==> config.mk <==
export PLATFORM = sky130hd
export DESIGN_NAME = icc_top
export DESIGN_NICKNAME = d
export VERILOG_FILES = /design/src/icc_pkg.sv /design/src/icc_top.sv
export SDC_FILE = /design/constraint.sdc
export NUM_CORES = 1
export LEC_CHECK = 0
export ABC_AREA = 1
export BUFFER_PORTS_ARGS = -buffer_cell sky130_fd_sc_hd__buf_2
export CAP_MARGIN = 20
export CORE_MARGIN = 2
export CORE_UTILIZATION = 36
export DETAILED_ROUTE_END_ITERATION = 6
export GPL_TIMING_DRIVEN = 0
export PLACE_DENSITY = 0.57
export SLEW_MARGIN = 10
export SYNTH_ARGS = -nofsm -noshare
export SYNTH_HDL_FRONTEND = slang
export SYNTH_SLANG_ARGS = --single-unit
export TNS_END_PERCENT = 100
==> constraint.sdc <==
create_clock -name core_clk -period 4.3 [get_ports core_clk]
set_clock_uncertainty 0.15 [all_clocks]
set_input_delay 0.86 -clock core_clk [delete_from_list [all_inputs] [get_ports core_clk]]
set_output_delay 0.86 -clock core_clk [all_outputs]
set_load 0.005 [all_outputs]
==> src/icc_pkg.sv <==
// Constants and types shared by the input capture channel
package icc_pkg;
    // ---------------------------------------------------------------
    // Register offsets
    // ---------------------------------------------------------------
    localparam logic [3:0] ICC_OFS_CON1 = 4'h0;
    localparam logic [3:0] ICC_OFS_CON2 = 4'h1;
    localparam logic [3:0] ICC_OFS_BUF = 4'h2;
    localparam logic [3:0] ICC_OFS_TMR = 4'h3;
    // ---------------------------------------------------------------
    // Control one fields
    // ---------------------------------------------------------------
    localparam int ICC_C1_MODE_LSB = 0;
    localparam int ICC_C1_BNE_BIT = 3;
    localparam int ICC_C1_OVF_BIT = 4;
    localparam int ICC_C1_PACE_LSB = 5;
    localparam int ICC_C1_TSEL_LSB = 10;
    localparam int ICC_C1_SIDL_BIT = 13;
    // ---------------------------------------------------------------
    // Control two fields
    // ---------------------------------------------------------------
    localparam int ICC_C2_SEL_LSB = 0;
    localparam int ICC_C2_TSTAT_BIT = 6;
    localparam int ICC_C2_TRIG_BIT = 7;
    localparam int ICC_C2_CASC_BIT = 8;
    localparam logic [4:0] ICC_SEL_RESET = 5'h0d;
    // ---------------------------------------------------------------
    // Modes and clock selections
    // ---------------------------------------------------------------
    typedef enum logic [2:0] {
        ICC_M_OFF = 3'h0,
        ICC_M_BOTH = 3'h1,
        ICC_M_FALL = 3'h2,
        ICC_M_RISE = 3'h3,
        ICC_M_DIV4 = 3'h4,
        ICC_M_DIV16 = 3'h5,
        ICC_M_UNUSED = 3'h6,
        ICC_M_WAKE = 3'h7
    } icc_mode_t;
    localparam logic [2:0] ICC_TS_T3 = 3'h0;
    localparam logic [2:0] ICC_TS_T2 = 3'h1;
    localparam logic [2:0] ICC_TS_T4 = 3'h2;
    localparam logic [2:0] ICC_TS_T5 = 3'h3;
    localparam logic [2:0] ICC_TS_T1 = 3'h4;
    localparam logic [2:0] ICC_TS_PER = 3'h7;
    localparam logic [3:0] ICC_DIV4_LAST = 4'h3;
    localparam logic [3:0] ICC_DIV16_LAST = 4'hf;
    localparam logic [2:0] ICC_FIFO_DEPTH = 3'h4;
endpackage

==> src/icc_top.sv <==
// Input capture channel with timer, four-deep buffer and trigger logic
//
// Contract
// - Mode 000 turns channel off
// - Modes 001/010/011: both, falling, rising edges
// - Modes 100/101: every 4th/16th rising edge
// - Mode 111: rising-edge wake interrupt only
// - Mode 110 captures nothing as off, but timer still counts
// - Interrupt every 1 to 4 captures
// - Pacing ignored in modes 001, 111
// - Four-entry capture FIFO
// - Not-empty flag at control one bit 3
// - Overflow flag at bit 4 on full
// - Stop-in-idle halts timer and captures in idle, not the wake interrupt
// - Timer select picks counting clock
// - Own 16-bit counter per channel
// - Cascade needs bit 8 in both halves
// - Bit 7 selects trigger or sync
// - Trigger status gates timer, hold zero
// - Channel rollover acts next cycle
// - Five-bit source select decode
// - Comparator and converter source codes
`timescale 1ns/100ps
module icc_top
    import icc_pkg::*;
#(
    parameter bit UPPER_HALF = 1'b0
) (
    input wire logic core_clk,
    input wire logic rst,
    input wire logic [3:0] addr,
    input wire logic [15:0] wdata,
    input wire logic wr_strobe,
    input wire logic rd_strobe,
    output logic [15:0] rdata,
    input wire logic capture_pin,
    input wire logic cpu_idle,
    input wire logic cpu_sleep,
    input wire logic [4:0] general_timer_clock,
    input wire logic [3:0] src_output_compare,
    input wire logic [3:0] src_channel_rollover,
    input wire logic [4:0] src_general_timer,
    input wire logic [3:0] src_capture_int,
    input wire logic [4:0] src_comparator,
    input wire logic src_converter_int,
    input wire logic src_time_measurement_unit,
    input wire logic partner_cascade_enable,
    input wire logic cascade_carry_in,
    output logic cascade_enable_out,
    output logic rollover_out,
    output logic capture_int,
    output logic wake_int
);
    // ---------------------------------------------------------------
    // Source decode
    // ---------------------------------------------------------------
    // Comparator inputs are ordered 1..5 on the bus; codes map 4,5,1,2,3
    function automatic logic src_hit(input logic [4:0] sel);
        logic hit;
        hit = 1'b0;
        case (sel)
            5'h01, 5'h02, 5'h03, 5'h04: hit = src_output_compare[sel[1:0] - 2'h1];
            5'h05, 5'h06, 5'h07, 5'h08: hit = src_channel_rollover[2'(sel - 5'h05)];
            5'h0b, 5'h0c, 5'h0d, 5'h0e, 5'h0f: hit = src_general_timer[3'(sel - 5'h0b)];
            5'h10, 5'h11, 5'h12, 5'h13: hit = src_capture_int[sel[1:0]];
            5'h16: hit = src_comparator[3];
            5'h17: hit = src_comparator[4];
            5'h18, 5'h19, 5'h1a: hit = src_comparator[3'(sel - 5'h18)];
            5'h1b: hit = src_converter_int;
            5'h1c: hit = src_time_measurement_unit;
            default: hit = 1'b0;
        endcase
        return hit;
    endfunction

    // ---------------------------------------------------------------
    // Register state
    // ---------------------------------------------------------------
    icc_mode_t mode_reg;
    logic [1:0] pace_sel_reg;
    logic [2:0] tsel_reg;
    logic sidl_reg;
    logic ovf_reg;
    logic casc_reg;
    logic trig_mode_reg;
    logic tstat_reg;
    logic [4:0] sel_reg;
    logic [15:0] timer_reg;
    logic pin_prev_reg;
    logic [3:0] presc_reg;
    logic [1:0] pace_reg;
    logic [15:0] fifo_mem [0:3];
    logic [1:0] wr_ptr_reg;
    logic [1:0] rd_ptr_reg;
    logic [2:0] count_reg;

    logic wr_con1, wr_con2, rd_buf;
    logic active, halted, rise, fall, cap_evt, push, pop, src_evt;
    logic clk_tick, tick, cascaded, zero_cond;
    logic [15:0] head;

    assign wr_con1 = wr_strobe && addr == ICC_OFS_CON1;
    assign wr_con2 = wr_strobe && addr == ICC_OFS_CON2;
    assign rd_buf = rd_strobe && addr == ICC_OFS_BUF;
    assign head = fifo_mem[rd_ptr_reg];

    // ---------------------------------------------------------------
    // Edge and capture qualification
    // ---------------------------------------------------------------
    assign halted = sidl_reg && cpu_idle;
    // Off and unused codes both fall out as inactive
    assign active = !halted && mode_reg != ICC_M_OFF && mode_reg != ICC_M_UNUSED;
    assign rise = capture_pin && !pin_prev_reg;
    assign fall = !capture_pin && pin_prev_reg;

    always_comb begin
        cap_evt = 1'b0;
        case (mode_reg)
            ICC_M_BOTH: cap_evt = rise || fall;
            ICC_M_FALL: cap_evt = fall;
            ICC_M_RISE: cap_evt = rise;
            ICC_M_DIV4: cap_evt = rise && presc_reg == ICC_DIV4_LAST;
            ICC_M_DIV16: cap_evt = rise && presc_reg == ICC_DIV16_LAST;
            default: cap_evt = 1'b0;
        endcase
        cap_evt = cap_evt && active;
    end

    always_ff @(posedge core_clk) begin
        if (rst) begin
            pin_prev_reg <= 1'b0;
        end else begin
            pin_prev_reg <= capture_pin;
        end
    end

    // Prescaler restarts whenever a non-prescaling mode is chosen
    always_ff @(posedge core_clk) begin
        if (rst) begin
            presc_reg <= 4'h0;
        end else if (mode_reg != ICC_M_DIV4 && mode_reg != ICC_M_DIV16) begin
            presc_reg <= 4'h0;
        end else if (active && rise) begin
            presc_reg <= cap_evt ? 4'h0 : presc_reg + 4'h1;
        end
    end

    // ---------------------------------------------------------------
    // Interrupt pacing and wake output
    // ---------------------------------------------------------------
    always_ff @(posedge core_clk) begin
        if (rst) begin
            pace_reg <= 2'h0;
            capture_int <= 1'b0;
        end else begin
            capture_int <= 1'b0;
            if (!active) begin
                pace_reg <= 2'h0;
            end else if (cap_evt && mode_reg == ICC_M_BOTH) begin
                capture_int <= 1'b1;
            // At-or-above compare: lowering the count mid-run cannot skip an interrupt
            end else if (cap_evt && pace_reg >= pace_sel_reg) begin
                capture_int <= 1'b1;
                pace_reg <= 2'h0;
            end else if (cap_evt) begin
                pace_reg <= pace_reg + 2'h1;
            end
        end
    end

    always_ff @(posedge core_clk) begin
        if (rst) begin
            wake_int <= 1'b0;
        end else begin
            wake_int <= mode_reg == ICC_M_WAKE && rise && (cpu_sleep || cpu_idle);
        end
    end

    // ---------------------------------------------------------------
    // Channel timer
    // ---------------------------------------------------------------
    always_comb begin
        case (tsel_reg)
            ICC_TS_PER: clk_tick = 1'b1;
            ICC_TS_T1: clk_tick = general_timer_clock[0];
            ICC_TS_T2: clk_tick = general_timer_clock[1];
            ICC_TS_T3: clk_tick = general_timer_clock[2];
            ICC_TS_T4: clk_tick = general_timer_clock[3];
            ICC_TS_T5: clk_tick = general_timer_clock[4];
            default: clk_tick = 1'b0;
        endcase
    end

    assign cascaded = casc_reg && partner_cascade_enable;
    // Upper half counts lower-half wraps instead of its own clock
    assign tick = !halted && (cascaded && UPPER_HALF ? cascade_carry_in : clk_tick);
    // Procedural so that source pulses read inside the function wake it
    always_comb begin
        src_evt = src_hit(sel_reg);
    end
    assign zero_cond = mode_reg == ICC_M_OFF || (trig_mode_reg && !tstat_reg) || (!trig_mode_reg && src_evt);

    always_ff @(posedge core_clk) begin
        if (rst) begin
            timer_reg <= 16'h0;
            rollover_out <= 1'b0;
        end else begin
            rollover_out <= 1'b0;
            if (zero_cond) begin
                timer_reg <= 16'h0;
            end else if (tick) begin
                timer_reg <= timer_reg + 16'h1;
                rollover_out <= timer_reg == 16'hffff;
            end
        end
    end

    // ---------------------------------------------------------------
    // Capture buffer
    // ---------------------------------------------------------------
    assign push = cap_evt && count_reg != ICC_FIFO_DEPTH;
    assign pop = rd_buf && count_reg != 3'h0;

    always_ff @(posedge core_clk) begin
        if (push) begin
            fifo_mem[wr_ptr_reg] <= timer_reg;
        end
    end

    always_ff @(posedge core_clk) begin
        if (rst) begin
            wr_ptr_reg <= 2'h0;
            rd_ptr_reg <= 2'h0;
            count_reg <= 3'h0;
        end else begin
            if (push) begin
                wr_ptr_reg <= wr_ptr_reg + 2'h1;
            end
            if (pop) begin
                rd_ptr_reg <= rd_ptr_reg + 2'h1;
            end
            if (push && !pop) begin
                count_reg <= count_reg + 3'h1;
            end else if (pop && !push) begin
                count_reg <= count_reg - 3'h1;
            end
        end
    end

    // Overflow sticks until the channel is turned off; a new overflow wins
    always_ff @(posedge core_clk) begin
        if (rst) begin
            ovf_reg <= 1'b0;
        end else if (cap_evt && count_reg == ICC_FIFO_DEPTH) begin
            ovf_reg <= 1'b1;
        end else if (mode_reg == ICC_M_OFF) begin
            ovf_reg <= 1'b0;
        end
    end

    // ---------------------------------------------------------------
    // Control registers
    // ---------------------------------------------------------------
    always_ff @(posedge core_clk) begin
        if (rst) begin
            mode_reg <= ICC_M_OFF;
            pace_sel_reg <= 2'h0;
            tsel_reg <= ICC_TS_T3;
            sidl_reg <= 1'b0;
        end else if (wr_con1) begin
            mode_reg <= icc_mode_t'(wdata[ICC_C1_MODE_LSB +: 3]);
            pace_sel_reg <= wdata[ICC_C1_PACE_LSB +: 2];
            tsel_reg <= wdata[ICC_C1_TSEL_LSB +: 3];
            sidl_reg <= wdata[ICC_C1_SIDL_BIT];
        end
    end

    always_ff @(posedge core_clk) begin
        if (rst) begin
            casc_reg <= 1'b0;
            trig_mode_reg <= 1'b0;
            sel_reg <= ICC_SEL_RESET;
            cascade_enable_out <= 1'b0;
        end else begin
            if (wr_con2) begin
                casc_reg <= wdata[ICC_C2_CASC_BIT];
                trig_mode_reg <= wdata[ICC_C2_TRIG_BIT];
                sel_reg <= wdata[ICC_C2_SEL_LSB +: 5];
            end
            cascade_enable_out <= wr_con2 ? wdata[ICC_C2_CASC_BIT] : casc_reg;
        end
    end

    // Hardware set beats a software clear in the same cycle
    always_ff @(posedge core_clk) begin
        if (rst) begin
            tstat_reg <= 1'b0;
        end else if (src_evt) begin
            tstat_reg <= 1'b1;
        end else if (wr_con2) begin
            tstat_reg <= wdata[ICC_C2_TSTAT_BIT];
        end
    end

    // ---------------------------------------------------------------
    // Read port
    // ---------------------------------------------------------------
    always_ff @(posedge core_clk) begin
        if (rst) begin
            rdata <= 16'h0;
        end else if (rd_strobe) begin
            case (addr)
                ICC_OFS_CON1: rdata <= {2'h0, sidl_reg, tsel_reg, 3'h0, pace_sel_reg, ovf_reg,
                                        count_reg != 3'h0, mode_reg};
                ICC_OFS_CON2: rdata <= {7'h0, casc_reg, trig_mode_reg, tstat_reg, 1'b0, sel_reg};
                ICC_OFS_BUF: rdata <= count_reg != 3'h0 ? head : 16'h0;
                ICC_OFS_TMR: rdata <= timer_reg;
                default: rdata <= 16'h0;
            endcase
        end else begin
            rdata <= 16'h0;
        end
    end

    // ---------------------------------------------------------------
    // Assertions
    // ---------------------------------------------------------------
    a_off_no_push: assert property (@(posedge core_clk) disable iff (rst)
        (mode_reg == ICC_M_OFF || mode_reg == ICC_M_UNUSED) |-> !push)
        else $error("capture pushed while channel off");

    a_rise_capture: assert property (@(posedge core_clk) disable iff (rst)
        (mode_reg == ICC_M_RISE && !halted && rise && count_reg == 3'h0 && !rd_buf) |=> count_reg == 3'h1)
        else $error("rising edge not captured");

    a_wake_no_int: assert property (@(posedge core_clk) disable iff (rst)
        (mode_reg == ICC_M_WAKE) [*2] |-> !capture_int && count_reg == $past(count_reg) - (3'($past(pop))))
        else $error("wake mode captured or interrupted");

    a_pace_every: assert property (@(posedge core_clk) disable iff (rst)
        (cap_evt && mode_reg == ICC_M_RISE && pace_sel_reg == 2'h0) |=> capture_int)
        else $error("capture interrupt missing");

    a_ovf_on_full: assert property (@(posedge core_clk) disable iff (rst)
        (cap_evt && count_reg == ICC_FIFO_DEPTH) |=> ovf_reg && count_reg != 3'h0)
        else $error("overflow not flagged");

    a_bne_clear: assert property (@(posedge core_clk) disable iff (rst)
        (pop && count_reg == 3'h1 && !push) ##1 (rd_strobe && addr == ICC_OFS_CON1) |=> !rdata[ICC_C1_BNE_BIT])
        else $error("not-empty flag still set");

    a_read_oldest: assert property (@(posedge core_clk) disable iff (rst)
        pop |=> rdata == $past(head))
        else $error("buffer read not oldest value");

    a_hold_zero: assert property (@(posedge core_clk) disable iff (rst)
        (trig_mode_reg && !tstat_reg) |=> timer_reg == 16'h0)
        else $error("timer not held at zero");

    a_trig_sets: assert property (@(posedge core_clk) disable iff (rst)
        (src_evt && trig_mode_reg) |=> tstat_reg ##1 (tstat_reg || $past(wr_con2)))
        else $error("trigger did not start timer");

    a_idle_halt: assert property (@(posedge core_clk) disable iff (rst)
        (halted && !zero_cond) |=> $stable(timer_reg) && !capture_int)
        else $error("channel ran in idle");
endmodule

# After elaboration in Yosys (flattened, before gate mapping)
# Memory sizes are Yosys's and may differ from the RTL's. A register that Yosys moved wholly into a read port is not among the register bits.
# Index checks and enable logic that the tools add are counted.
dict set report totals {
  regBits 67
  ram_bits 64
  wordCells 174
  n_memories 1
}
dict set report op_classes {
  add_sub_neg 11
  order_cmp 6
  eq_ne 46
  n_mux 30
  bitwise 4
  n_reduce_logical 56
}
# memory depth word_bits rd rd_ports_with_merged_regs write_ports line_no
set mem_list {}
lappend mem_list {fifo_mem 4 16 1 1 1 icc_top.sv:92} ;# logic [15:0] fifo_mem [0:3];
# operator count
set ops {}
lappend ops {{case mux 16 bit (4 select lines)} 1}
lappend ops {{== test 5 bit (second input constant)} 11}
lappend ops {{== test 5 x 4 -> 1 bit (second input constant)} 6}
lappend ops {{logical AND 1 bit} 25}
lappend ops {{== test 5 x 3 -> 1 bit (second input constant)} 4}
lappend ops {{== test 3 bit (second input constant)} 6}
lappend ops {{adder 16 x 1 -> 16 bit (second input constant)} 1}
lappend ops {{== test 16 bit (second input constant)} 1}
lappend ops {{two-way mux 16 bit} 1}
lappend ops {{two-way mux 1 bit} 13}
lappend ops {{== test 3 x 2 -> 1 bit (second input constant)} 4}
lappend ops {{== test 4 x 2 -> 1 bit (second input constant)} 3}
lappend ops {{!= test 3 bit (second input constant)} 4}
lappend ops {{OR reduction 4 bit} 3}
lappend ops {{== test 5 x 2 -> 1 bit (second input constant)} 2}
lappend ops {{less-than comparator 2 x 3 -> 1 bit (second input constant)} 3}
lappend ops {{case mux 1 bit (9 select lines)} 1}
lappend ops {{less-than comparator 3 x 4 -> 1 bit (second input constant)} 2}
lappend ops {{two-way mux 2 bit} 4}
lappend ops {{nonzero test 2 bit} 4}
lappend ops {{OR reduction 2 bit} 4}
lappend ops {{zero test 1 bit} 7}
lappend ops {{adder 2 x 1 -> 2 bit (second input constant)} 3}
lappend ops {{binary-select mux 1 bit (select 2 bit)} 3}
lappend ops {{23 further kinds} 37}

# Depth between registers and ports, before layout
# Gate-level depths: netlist of run 1.
dict set report logic_depth {
  ltp_word 10
  mapped_depth 17
  depth_no_buf 17
}

# Worst setup path after synthesis of run 1
# OpenSTA, ideal clock, no wires.
dict set report synth_path {
  path_kind {in2reg}
  from {input port capture_pin}
  to {register count_reg[2]}
  setup_ps 122
  arrival_time_ps 2714
  slack_ps 1313
  cell_stages 15
  path_cell_list {inv_1 > ha_1 > or2_1 > nand3_1 > nand2_2 > inv_2 > nand2_4 > inv_1 > ha_1 > inv_1 > fa_1 > a21oi_1 > o21ai_0 > o21ai_0 > a21oi_1}
}
dict set report synth_between {
  elab_chain_len 9
}
# item line_no
set synth_rtl {}
lappend synth_rtl {{start, declared} icc_top.sv:36} ;# input wire logic capture_pin,
lappend synth_rtl {{zero test 1 bit} icc_top.sv:114} ;# assign fall = !capture_pin && pin_prev_reg;
lappend synth_rtl {{logical AND 1 bit} icc_top.sv:114}
lappend synth_rtl {{logical OR 1 bit} icc_top.sv:119} ;# ICC_M_BOTH: cap_evt = rise || fall;
lappend synth_rtl {{case mux 1 bit (5 select lines) (*)} icc_top.sv:118} ;# case (mode_reg)
lappend synth_rtl {{logical AND 1 bit (*)} icc_top.sv:126} ;# cap_evt = cap_evt && active;
lappend synth_rtl {{logical AND 1 bit (*)} icc_top.sv:221} ;# assign push = cap_evt && count_reg != ICC_FIFO_DEPTH;
lappend synth_rtl {{net push} icc_top.sv:98} ;# logic active, halted, rise, fall, cap_evt, push, pop, src_evt;
lappend synth_rtl {{zero test 1 bit} icc_top.sv:244} ;# end else if (pop && !push) begin
lappend synth_rtl {{logical AND 1 bit} icc_top.sv:244}
lappend synth_rtl {{nonzero test 2 bit (no source line)} n/a}
lappend synth_rtl {{end signal, assigned} icc_top.sv:243} ;# count_reg <= count_reg + 3'h1;
lappend synth_rtl {{end signal, assigned} icc_top.sv:245} ;# count_reg <= count_reg - 3'h1;
lappend synth_rtl {{end, declared} icc_top.sv:95} ;# logic [2:0] count_reg;
# Mark *: on every way through the listed nets, which the timed path passes. The rest lies on a longest branch.
# A chain may end at the register's enable or synchronous reset.

# Final worst setup path of run 1
# Same ends and word-level chain as after synthesis.

==> results.json, run 1 <==
{
  "hold_buffers": 0,
  "final_cell_mix": "135 x nor2_1, 115 x nand2_1, 80 x inv_1",
  "intPower_mw": 2.172,
  "ioPinCount": 78,
  "met3_length_um": 738,
  "antenna_found_initial": 0,
  "synth.top_cell.area_share": 0.3144,
  "synth.distinct_cells": 42,
  "clockBufferDepth": 2,
  "p_leak_nw": 2.841,
  "overflow": 0,
  "fin_nets": 875,
  "clkTransAtPathRegs_ns": 0.06,
  "yosysWarnings": 0,
  "die-area_um2": 18040,
  "htreeDepth": 4,
  "setup_ws_ns": 1.332,
  "worstPathRequired_ns": 4.46,
  "wl_met2_mm": 7.312,
  "hp-class": "reg2reg",
  "post-route-period-util": 0.6903,
  "netlist_area_um2": 6113,
  "slew_violations": 0,
  "crit_fanout": 9,
  "crit_family": "adder cells",
  "dp_hpwl_mm": 11.17,
  "slew_headroom": 0.4093,
  "wl_met1_mm": 6.975,
  "wirelength_mm": 15.25,
  "start_util": 0.3686,
  "synth_ff_type": "dfxtp_1",
  "grt_pass1_vias": 4753,
  "n_antenna_cell": 0,
  "synth.net_count": 781,
  "switching_share": 0.2366,
  "worst_setup_path_start_kind": "input port",
  "ys_seq_elements": 133,
  "fin_crit_ns": 2.968,
  "cts-root-buf": "clkbuf_16",
  "tns_ns": 0,
  "p_switching_mw": 0.6733,
  "fillers": 1701,
  "maxCapViolations": 0,
  "dp_slack_ns": 0.9353,
  "endpoint_kind": "flip-flop",
  "synth.largest_area_cell": "edfxtp_1",
  "core_region_area_um2": 16580,
  "post_cts.repair.setup_buffers": 0,
  "vdd_drop_max_v": 0.0002993,
  "row_count": 47,
  "viasPerCell": 4.794,
  "slowest_delay_ns": 0.37,
  "post-route-drc-count": 0,
  "worst_pin_slew_ns": 0.8851,
  "io_buffers": 72,
  "synth-seq-area-share": 0.5403,
  "first_pass_iters": 5,
  "grt_pass1_wl_mm": 24.61,
  "drtAntennaViolNets": 0,
  "vias": 4957,
  "die_w_um": 134.3,
  "largest_reg_flops": 64,
  "grt_max_degree": 17,
  "place_congestion": 0.8293,
  "syn-mean-instance-area_um2": 8.647,
  "cts_buffers": 17,
  "combPwrFrac": 0.039,
  "die_h_um": 134.3,
  "synth_edf_count": 64,
  "async_flop_share": 0,
  "rsz0062_at_grt": "no",
  "path_buf_inv": 5,
  "clock-sinks": 133,
  "clock_latency_ns": 0.43,
  "timing.critical_path.mode_cell": "inv_1",
  "highest_layer": "met4",
  "finalSetupViolCount": 0,
  "cellPowerDensity_nw_per_um2": 386.2,
  "grt_use_total": 0.1779,
  "cts_tree": "yes",
  "seqPwrFrac": 0.466,
  "outcome": "completed",
  "avgRoutedWirePerCell_um": 14.75,
  "drive_gt1_frac": 0.1658,
  "hold_violations": 0,
  "crit_arrival_ns": 3.13,
  "synth_cells": 707,
  "cpMaxStageDelayCell": "fa_1",
  "area_growth_pct": 20.53,
  "synth_area_leaders": "edfxtp_1 31%, dfxtp_1 23%, nor2_1 8.5%, nand2_1 7.1%, inv_1 4.9%",
  "fmax_mhz": 336.9,
  "path_cells": "buf_2, inv_1, ha_1, or2_1, nand3_1, nand2_2, inv_2, nand2_4, inv_1, ha_1, inv_1, fa_1, a21oi_1, o21ai_0, o21ai_0, a21oi_1",
  "clockPowerShare": 0.495,
  "drt-initial-drc-count": 291,
  "final_common_cell": "nor2_1",
  "cts_resized": 0,
  "path_class": "in2reg"
}
==> power by group through the flow <==
stage               logic, mW  registers (mW)  clock network (mW)
finish                  0.111            1.33                1.41
global route            0.126            1.33                1.48
CTS                     0.111            1.33                1.43
detailed placement      0.111            1.35                   0
global placement        0.111            1.35                   0
floorplan              0.0624            1.35                   0
==> metrics by stage <==
stage / instance area, um2 / util / hold WS (ns) / power [mW] / instances
3_5_place_dp: 6800 / 0.4101 / 0.3100 / 1.465 / 1002
5_1_grt: 7368 / 0.4443 / 0.3364 / 2.936 / 1034
3_3_place_gp: 6749 / 0.4070 / 0.3046 / 1.465 / 999
4_1_cts: 7368 / 0.4443 / 0.3216 / 2.864 / 1034
6_report: 7368 / 0.4443 / 0.3179 / 2.845 / 1034
2_1_floorplan: 6113 / - / 0.2864 / 1.415 / 707
==> logic make-up after synthesis <==
group / synth area share
AOI/OAI and AO/OA: 0.1162
adders and majority gates: 0.03397
xor gates and xnor gates: 0.02292
buffers and inverters: 0.06672
and+or+nand+nor: 0.2149
muxes: 0.004912
DFF: 0.5403
==> routing by layer <==
metal,GRT usage,up-vias
met4,0.06023,0
met2,0.2990,112
met1,0.2271,2284
met5,0,-
met3,0.03893,18
li1,-,2543
==> tightest hold or removal path: stages, from the launching register on <==
cell     delay [ns]
dfxtp_1        0.30
inv_1          0.06
a21oi_1        0.07
==> area by class of cell <==
type | count | area (um2) | share of cell area
flip-flops and latches | 133 | 3303 | 0.4483
clock inverters | 15 | 142.6 | 0.01936
clock buffers | 17 | 425.4 | 0.05773
plain buffers | 18 | 85.08 | 0.01155
well taps | 220 | 275.3 | 0.03736
inverters | 86 | 322.8 | 0.04381
multi-input cells | 470 | 2412 | 0.3274
repair buffers | 75 | 401.6 | 0.05451
==> Yosys cell counts (all sizes together) (2+ instances only) <==
| master | instances |
|---|---|
| nand3b | 2 |
| edfxtp | 64 |
| nor2 | 144 |
| o32ai | 10 |
| a21oi | 32 |
| dfxtp | 69 |
| a221oi | 5 |
| clkbuf | 13 |
| nand3 | 31 |
| o21ai | 52 |
| mux2i | 3 |
| a22oi | 3 |
| xor2 | 14 |
| o211ai | 4 |
| buf | 5 |
| o22ai | 9 |
| xnor2 | 2 |
| inv | 85 |
| nand2 | 120 |
| nor3 | 8 |
| nand4 | 7 |
| ha | 15 |
==> path summary, 6_finish.rpt <==
path / slack, ns / depth (start not counted) / startpoint / end
setup / recovery: 1.33 / 16 / capture_pin / count_reg[2]
hold / removal: 0.32 / 2 / rd_ptr_reg[1] / flip-flop
setup reg to reg: 1.41 / 16 / mode_reg[0] / count_reg[2]
hold reg to reg: 0.32 / 2 / rd_ptr_reg[1] / flip-flop
No activity file was read; power rests on OpenSTA's default activity.
==> run 2: changes to the inputs <==
--- a/config.mk
+++ b/config.mk
@@ -12,7 +12,7 @@
 export CORE_UTILIZATION = 36
 export DETAILED_ROUTE_END_ITERATION = 6
 export GPL_TIMING_DRIVEN = 0
-export PLACE_DENSITY = 0.57
+export PLACE_DENSITY = 0.59
 export SLEW_MARGIN = 10
 export SYNTH_ARGS = -nofsm -noshare
 export SYNTH_HDL_FRONTEND = slang
==> constraint.sdc (replaced) <==
create_clock -name core_clk -period 2.7 [get_ports core_clk]
set_clock_uncertainty 0.15 [all_clocks]
set_input_delay 0.54 -clock core_clk [delete_from_list [all_inputs] [get_ports core_clk]]
set_output_delay 0.54 -clock core_clk [all_outputs]
set_load 0.005 [all_outputs]
==> results.json, run 2 (synthesis gave the netlist of run 1 again) <==
{
  "grt_use_total": 0.1835,
  "r2r-start": "mode_reg[0]",
  "cts-root-buf": "clkbuf_16",
  "largest_reg_flops": 64,
  "clockPowerShare": 0.474,
  "reg2reg_depth": 16,
  "first_pass_iters": 5,
  "seqPwrFrac": 0.483,
  "worst_setup_path_start_kind": "flip-flop",
  "endpoint_kind": "flip-flop",
  "worstPathRequired_ns": 2.86,
  "worstReg2RegEnd": "count_reg[2]",
  "clock_latency_ns": 0.42,
  "hold_violations": 0,
  "start_util": 0.3686,
  "die_h_um": 134.3,
  "slew_headroom": 0.5285,
  "hold_buffers": 0,
  "worst_pin_slew_ns": 0.7072,
  "clkTransAtPathRegs_ns": 0.05,
  "cts_buffers": 17,
  "dp_hpwl_mm": 11.36,
  "multi_input_area_um2": 2451,
  "fmax_mhz": 391.4,
  "met3_length_um": 998,
  "die_w_um": 134.3,
  "cellPowerDensity_nw_per_um2": 589.0,
  "wl_met1_mm": 7.463,
  "fin_nets": 881,
  "final_cells": 1041,
  "die-area_um2": 18040,
  "p_switching_mw": 0.9236,
  "cts_tree": "yes",
  "grt_max_degree": 17,
  "crit_arrival_ns": 2.71,
  "hp-class": "in2reg",
  "final_common_cell": "nor2_1",
  "dp_cells": 1003,
  "area_growth_pct": 21.49,
  "crit_fanout": 9,
  "seqCellArea_um2": 3312,
  "min-delay-start": "wdata[0]",
  "ioPinCount": 78,
  "fin_crit_ns": 2.555,
  "slew_violations": 0,
  "crit_start": "mode_reg[0]",
  "viasPerCell": 4.852,
  "io_buffers": 72,
  "finalSetupViolCount": 0,
  "combPwrFrac": 0.043,
  "outcome": "completed",
  "post-route-drc-count": 0,
  "switching_share": 0.2111,
  "row_count": 47,
  "overflow": 0,
  "drive_gt1_frac": 0.1707,
  "whs_path_depth": 3,
  "wl_met2_mm": 7.074,
  "wirelength_mm": 15.73,
  "drt-initial-drc-count": 422,
  "core_region_area_um2": 16580,
  "r2r_setup_slack_ns": 0.15,
  "place_congestion": 0.9049,
  "vdd_drop_max_v": 0.0004852,
  "clockBufferDepth": 2,
  "maxCapViolations": 0,
  "avgRoutedWirePerCell_um": 15.11,
  "p_leak_nw": 2.871,
  "vias": 5051,
  "drtAntennaViolNets": 0,
  "clock-sinks": 133,
  "grt_pass1_vias": 4705,
  "htreeDepth": 4,
  "highest_layer": "met4",
  "intPower_mw": 3.451,
  "grt_pass1_wl_mm": 24.82,
  "whs_endpoint": "sel_reg[0]",
  "tns_ns": 0,
  "fillers": 1662,
  "post-route-period-util": 0.9463,
  "antenna_found_initial": 1,
  "path_class": "reg2reg",
  "final_cell_mix": "135 x nor2_1, 115 x nand2_1, 79 x inv_1"
}
## run 2: cell types whose count changed in the layout (fill, tap and decap cells not counted), sizes merged
cell	before	now
buf	80	86
clkbuf	30	38
clkinv	4	7
clkinvlp	2	0
diode	0	1
inv	94	85
## run 2: power by group through the flow
| stage | clock network [mW] | registers (mW) | logic [mW] |
|---|---|---|---|
| 2_1_floorplan | 0 | 2.15 | 0.0993 |
| 3_3_place_gp | 0 | 2.16 | 0.179 |
| 3_5_place_dp | 0 | 2.16 | 0.180 |
| 4_1_cts | 2.12 | 2.11 | 0.182 |
| 5_1_grt | 2.20 | 2.11 | 0.210 |
| 6_report | 2.07 | 2.11 | 0.188 |
## run 2: final cells by class
type                       instances  area share
clock buffer                      25     0.06267
antenna                            1   0.0003369
inverter                          86     0.04447
clock inverter                     7    0.007918
buffer                            18     0.01146
sequential                       133      0.4459
multi-input combinational        470      0.3300
tap                              220     0.03706
timing repair buffer              81     0.06014
## run 2: worst max path at each step
stage,slack [ns],to,depth (start not counted)
2_1_floorplan,0.03,count_reg[2],15
3_3_place_gp,-0.81,fifo_mem[0][14],9
3_5_place_dp,-0.31,count_reg[2],16
4_1_cts,0.02,count_reg[2],16
5_1_grt,-0.007,count_reg[2],16
6_report,0.15,count_reg[2],16
## run 2: per-layer routing
metal,global-route usage,vias to the layer above
met2,0.2851,128
met3,0.04800,15
met4,0.06082,0
li1,-,2571
met5,0,-
met1,0.2498,2337
## run 2: metrics by stage
stage | power (mW) | setup slack (ns) | instance area (um2) | hold slack, ns | utilization
final | 4.375 | 0.1451 | 7427 | 0.2047 | 0.4479
after CTS | 4.412 | 0.01637 | 7346 | 0.1894 | 0.4430
after detailed placement | 2.336 | -0.3113 | 6808 | 0.3120 | 0.4105
after global routing | 4.527 | -0.006685 | 7427 | 0.2230 | 0.4479
after global placement | 2.335 | -0.8066 | 6749 | 0.3051 | 0.4070
after floorplan | 2.253 | 0.03342 | 6113 | 0.2864 | -
## run 2: worst max-delay path, stage by stage, from the launching register on
cell	delay, ns
dfxtp_4	0.36
inv_4	0.06
nor3_4	0.20
inv_2	0.07
or2_1	0.22
nand3_2	0.09
nand2_4	0.08
inv_6	0.10
nand2_8	0.08
inv_1	0.07
ha_1	0.13
inv_1	0.07
fa_2	0.34
a21oi_1	0.14
o21ai_1	0.09
o21ai_1	0.15
a21oi_1	0.05
## run 2: what timing repair did
action / CTS / global route
setup endpoints to repair: 1 / 2
pin swaps: 0 / 3
buffers inserted: 0 / 5
endpoints found under the hold margin: 0 / 0
gates resized for setup: 5 / 13
==> run 3: changes to the inputs <==
--- a/config.mk
+++ b/config.mk
@@ -5,7 +5,6 @@
 export SDC_FILE = /design/constraint.sdc
 export NUM_CORES = 1
 export LEC_CHECK = 0
-export ABC_AREA = 1
 export BUFFER_PORTS_ARGS = -buffer_cell sky130_fd_sc_hd__buf_2
 export CAP_MARGIN = 20
 export CORE_MARGIN = 2
==> results.json, run 3 <==
{
  "outcome": "finished, violations left",
  "failed_checks": "setup timing",
  "crit_arrival_ns": 3.14,
  "slowest_delay_ns": 0.36,
  "netlist_area_um2": 6108,
  "worst-path-stages": 11,
  "n_antenna_cell": 0,
  "slew_violations": 0,
  "crit_fanout": 2,
  "fin_crit_ns": 2.939,
  "worstPathRequired_ns": 2.90,
  "timing.critical_path.mode_cell": "or3_1",
  "die_w_um": 134.3,
  "async_flop_share": 0,
  "synth.distinct_cells": 60,
  "crit_family": "simple AND/OR/NAND/NOR gates",
  "grt_pass1_vias": 4448,
  "clock_latency_ns": 0.42,
  "clockBufferDepth": 2,
  "yosysWarnings": 0,
  "p_leak_nw": 2.726,
  "drt-initial-drc-count": 304,
  "vdd_drop_max_v": 0.0004838,
  "fmax_mhz": 340.2,
  "die-area_um2": 18030,
  "cts_tree": "yes",
  "maxCapViolations": 0,
  "largest_reg_flops": 64,
  "hp-class": "in2reg",
  "finalSetupViolCount": 1,
  "cts_buffers": 17,
  "clkTransAtPathRegs_ns": 0.06,
  "fillers": 1554,
  "row_count": 47,
  "path_buf_inv": 2,
  "cpMaxStageDelayCell": "or3_1",
  "antenna_found_initial": 0,
  "place_congestion": 0.8206,
  "setup_ws_ns": -0.2392,
  "dp_hpwl_mm": 10.63,
  "fin_nets": 677,
  "synth.largest_area_cell": "edfxtp_1",
  "path_cells": "or3_1, a211o_1, a211oi_4, nor2b_1, buf_4, ha_4, inv_2, fa_2, xor2_1, or3_1, a21oi_2",
  "drtAntennaViolNets": 0,
  "first_pass_iters": 4,
  "dp_cells": 794,
  "worstReg2RegEnd": "count_reg[2]",
  "final_cell_mix": "74 x buf_2, 66 x dfxtp_1, 64 x edfxtp_1",
  "post-route-period-util": 1.089,
  "power_mw": 4.805,
  "die_h_um": 134.3,
  "synth-seq-area-share": 0.5408,
  "htreeDepth": 4,
  "path_class": "reg2reg",
  "endpoint": "count_reg[2]",
  "ioPinCount": 78,
  "post-route-drc-count": 0,
  "syn-mean-instance-area_um2": 12.14,
  "grt_pass1_wl_mm": 24.36,
  "worst_pin_slew_ns": 0.9133,
  "area_growth_pct": 23.88,
  "slew_headroom": 0.3911,
  "drive_gt1_frac": 0.2841,
  "r2r-start": "mode_reg[0]",
  "synth_edf_count": 64,
  "synth_area_leaders": "edfxtp_1 31%, dfxtp_1 23%, mux4_2 6.3%, mux2i_1 4.9%, ha_1 3.1%",
  "synth_cells": 503,
  "final_cells": 836,
  "start_util": 0.3683,
  "reg2reg_depth": 11,
  "synth.net_count": 577,
  "crit_start": "mode_reg[0]",
  "hold_violations": 0,
  "avgRoutedWirePerCell_um": 18.66,
  "rsz0062_at_grt": "yes",
  "wirelength_mm": 15.60,
  "overflow": 0,
  "io_buffers": 71,
  "final_common_cell": "buf_2",
  "ys_seq_elements": 133,
  "synth.top_cell.area_share": 0.3146,
  "synthTopCellsByCount": "69 x dfxtp_1, 64 x edfxtp_1, 45 x nor2_1",
  "clock-sinks": 133,
  "post-synth-top-count-cell": "dfxtp_1",
  "core_region_area_um2": 16580,
  "worst_setup_path_start_kind": "flip-flop",
  "r2r_setup_slack_ns": -0.24,
  "endpoint_kind": "flip-flop",
  "synth_ff_type": "dfxtp_1",
  "grt_max_degree": 17,
  "cellPowerDensity_nw_per_um2": 635.0,
  "cts-root-buf": "clkbuf_16",
  "vias": 4473,
  "viasPerCell": 5.350,
  "grt_use_total": 0.1783
}
run 3: cell types whose count changed after synthesis, sizes merged, moves of 10 or more:
| cell | delta |
|---|---|
| a21oi | -25 |
| mux2i | +27 |
| a211oi | +15 |
| mux4 | +19 |
| nor2 | -99 |
| nand2b | +11 |
| a22oi | +10 |
| nand2 | -93 |
| o21ai | -38 |
| nand3 | -22 |
| inv | -66 |
run 3: kinds of logic after synthesis:
| group | share of synthesized area |
|---|---|
| compound gates | 0.1166 |
| buf+inv | 0.03359 |
| simple gates | 0.1329 |
| mux | 0.1278 |
| fa+ha+maj | 0.03400 |
| xor+xnor | 0.01434 |
| flops | 0.5408 |
run 3: power breakdown:
part / switching, mW / leakage, nW / internal [mW]
sequential: 0.00976 / 1.08 / 2.11
combinational: 0.118 / 1.34 / 0.101
clock: 0.876 / 0.298 / 1.59
run 3: what timing repair did:
item | CTS | global route
hold buffers | 0 | 0
cloned | 0 | 1
buffers inserted | 4 | 5
endpoints found under the setup margin | 69 | 18
pin swaps | 3 | 4
resized for setup | 9 | 14
run 3: tightest hold or removal path: stages:
cell and delay (ns):
buf_2 0.08, mux2i_1 0.05, nand2_1 0.05
run 3: cell type report:
class	instances	area (um2)	area share
Buffer	30	143.9	0.01901
Clock buffer	20	456.7	0.06035
Clock inverter	12	177.7	0.02348
Inverter	19	71.32	0.009425
Multi-Input combinational cell	321	2688	0.3552
Sequential cell	133	3307	0.4370
Tap cell	220	275.3	0.03638
Timing Repair Buffer	81	447.9	0.05919
run 3: metrics by stage:
step                TNS (ns)  cell area (um2)  setup slack [ns]  hold WS, ns  utilization
finish               -0.2392             7567           -0.2392       0.1894       0.4563
global route         -0.3634             7567           -0.3340       0.2006       0.4563
CTS                  -0.2327             7463           -0.2327       0.1835       0.4501
detailed placement    -34.85             6775           -0.7247       0.3246       0.4086
global placement      -34.38             6775           -0.6716       0.3166       0.4086
floorplan            -0.1417             6145           -0.1417       0.2994            -
run 3: worst min-delay path by stage:
| stage | startpoint | to | slack, ns | depth (start not counted) |
|---|---|---|---|---|
| detailed placement | ovf_reg | ovf_reg | 0.32 | 2 |
| floorplan | ovf_reg | ovf_reg | 0.30 | 2 |
| global route | wdata[3] | sel_reg[3] | 0.20 | 3 |
| CTS | wdata[3] | sel_reg[3] | 0.18 | 3 |
| global placement | ovf_reg | ovf_reg | 0.32 | 2 |
| finish | wdata[3] | sel_reg[3] | 0.19 | 3 |
run 3: layer usage:
| metal | global-route usage | share of wire | vias up | wire (um) |
|---|---|---|---|---|
| met4 | 0.05906 | 0.012 | 0 | 191 |
| met2 | 0.2942 | 0.48 | 119 | 7455 |
| li1 | - | - | 2107 | - |
| met3 | 0.04157 | 0.051 | 15 | 796 |
| met5 | 0 | 0 | - | 0 |
| met1 | 0.2319 | 0.46 | 2232 | 7154 |
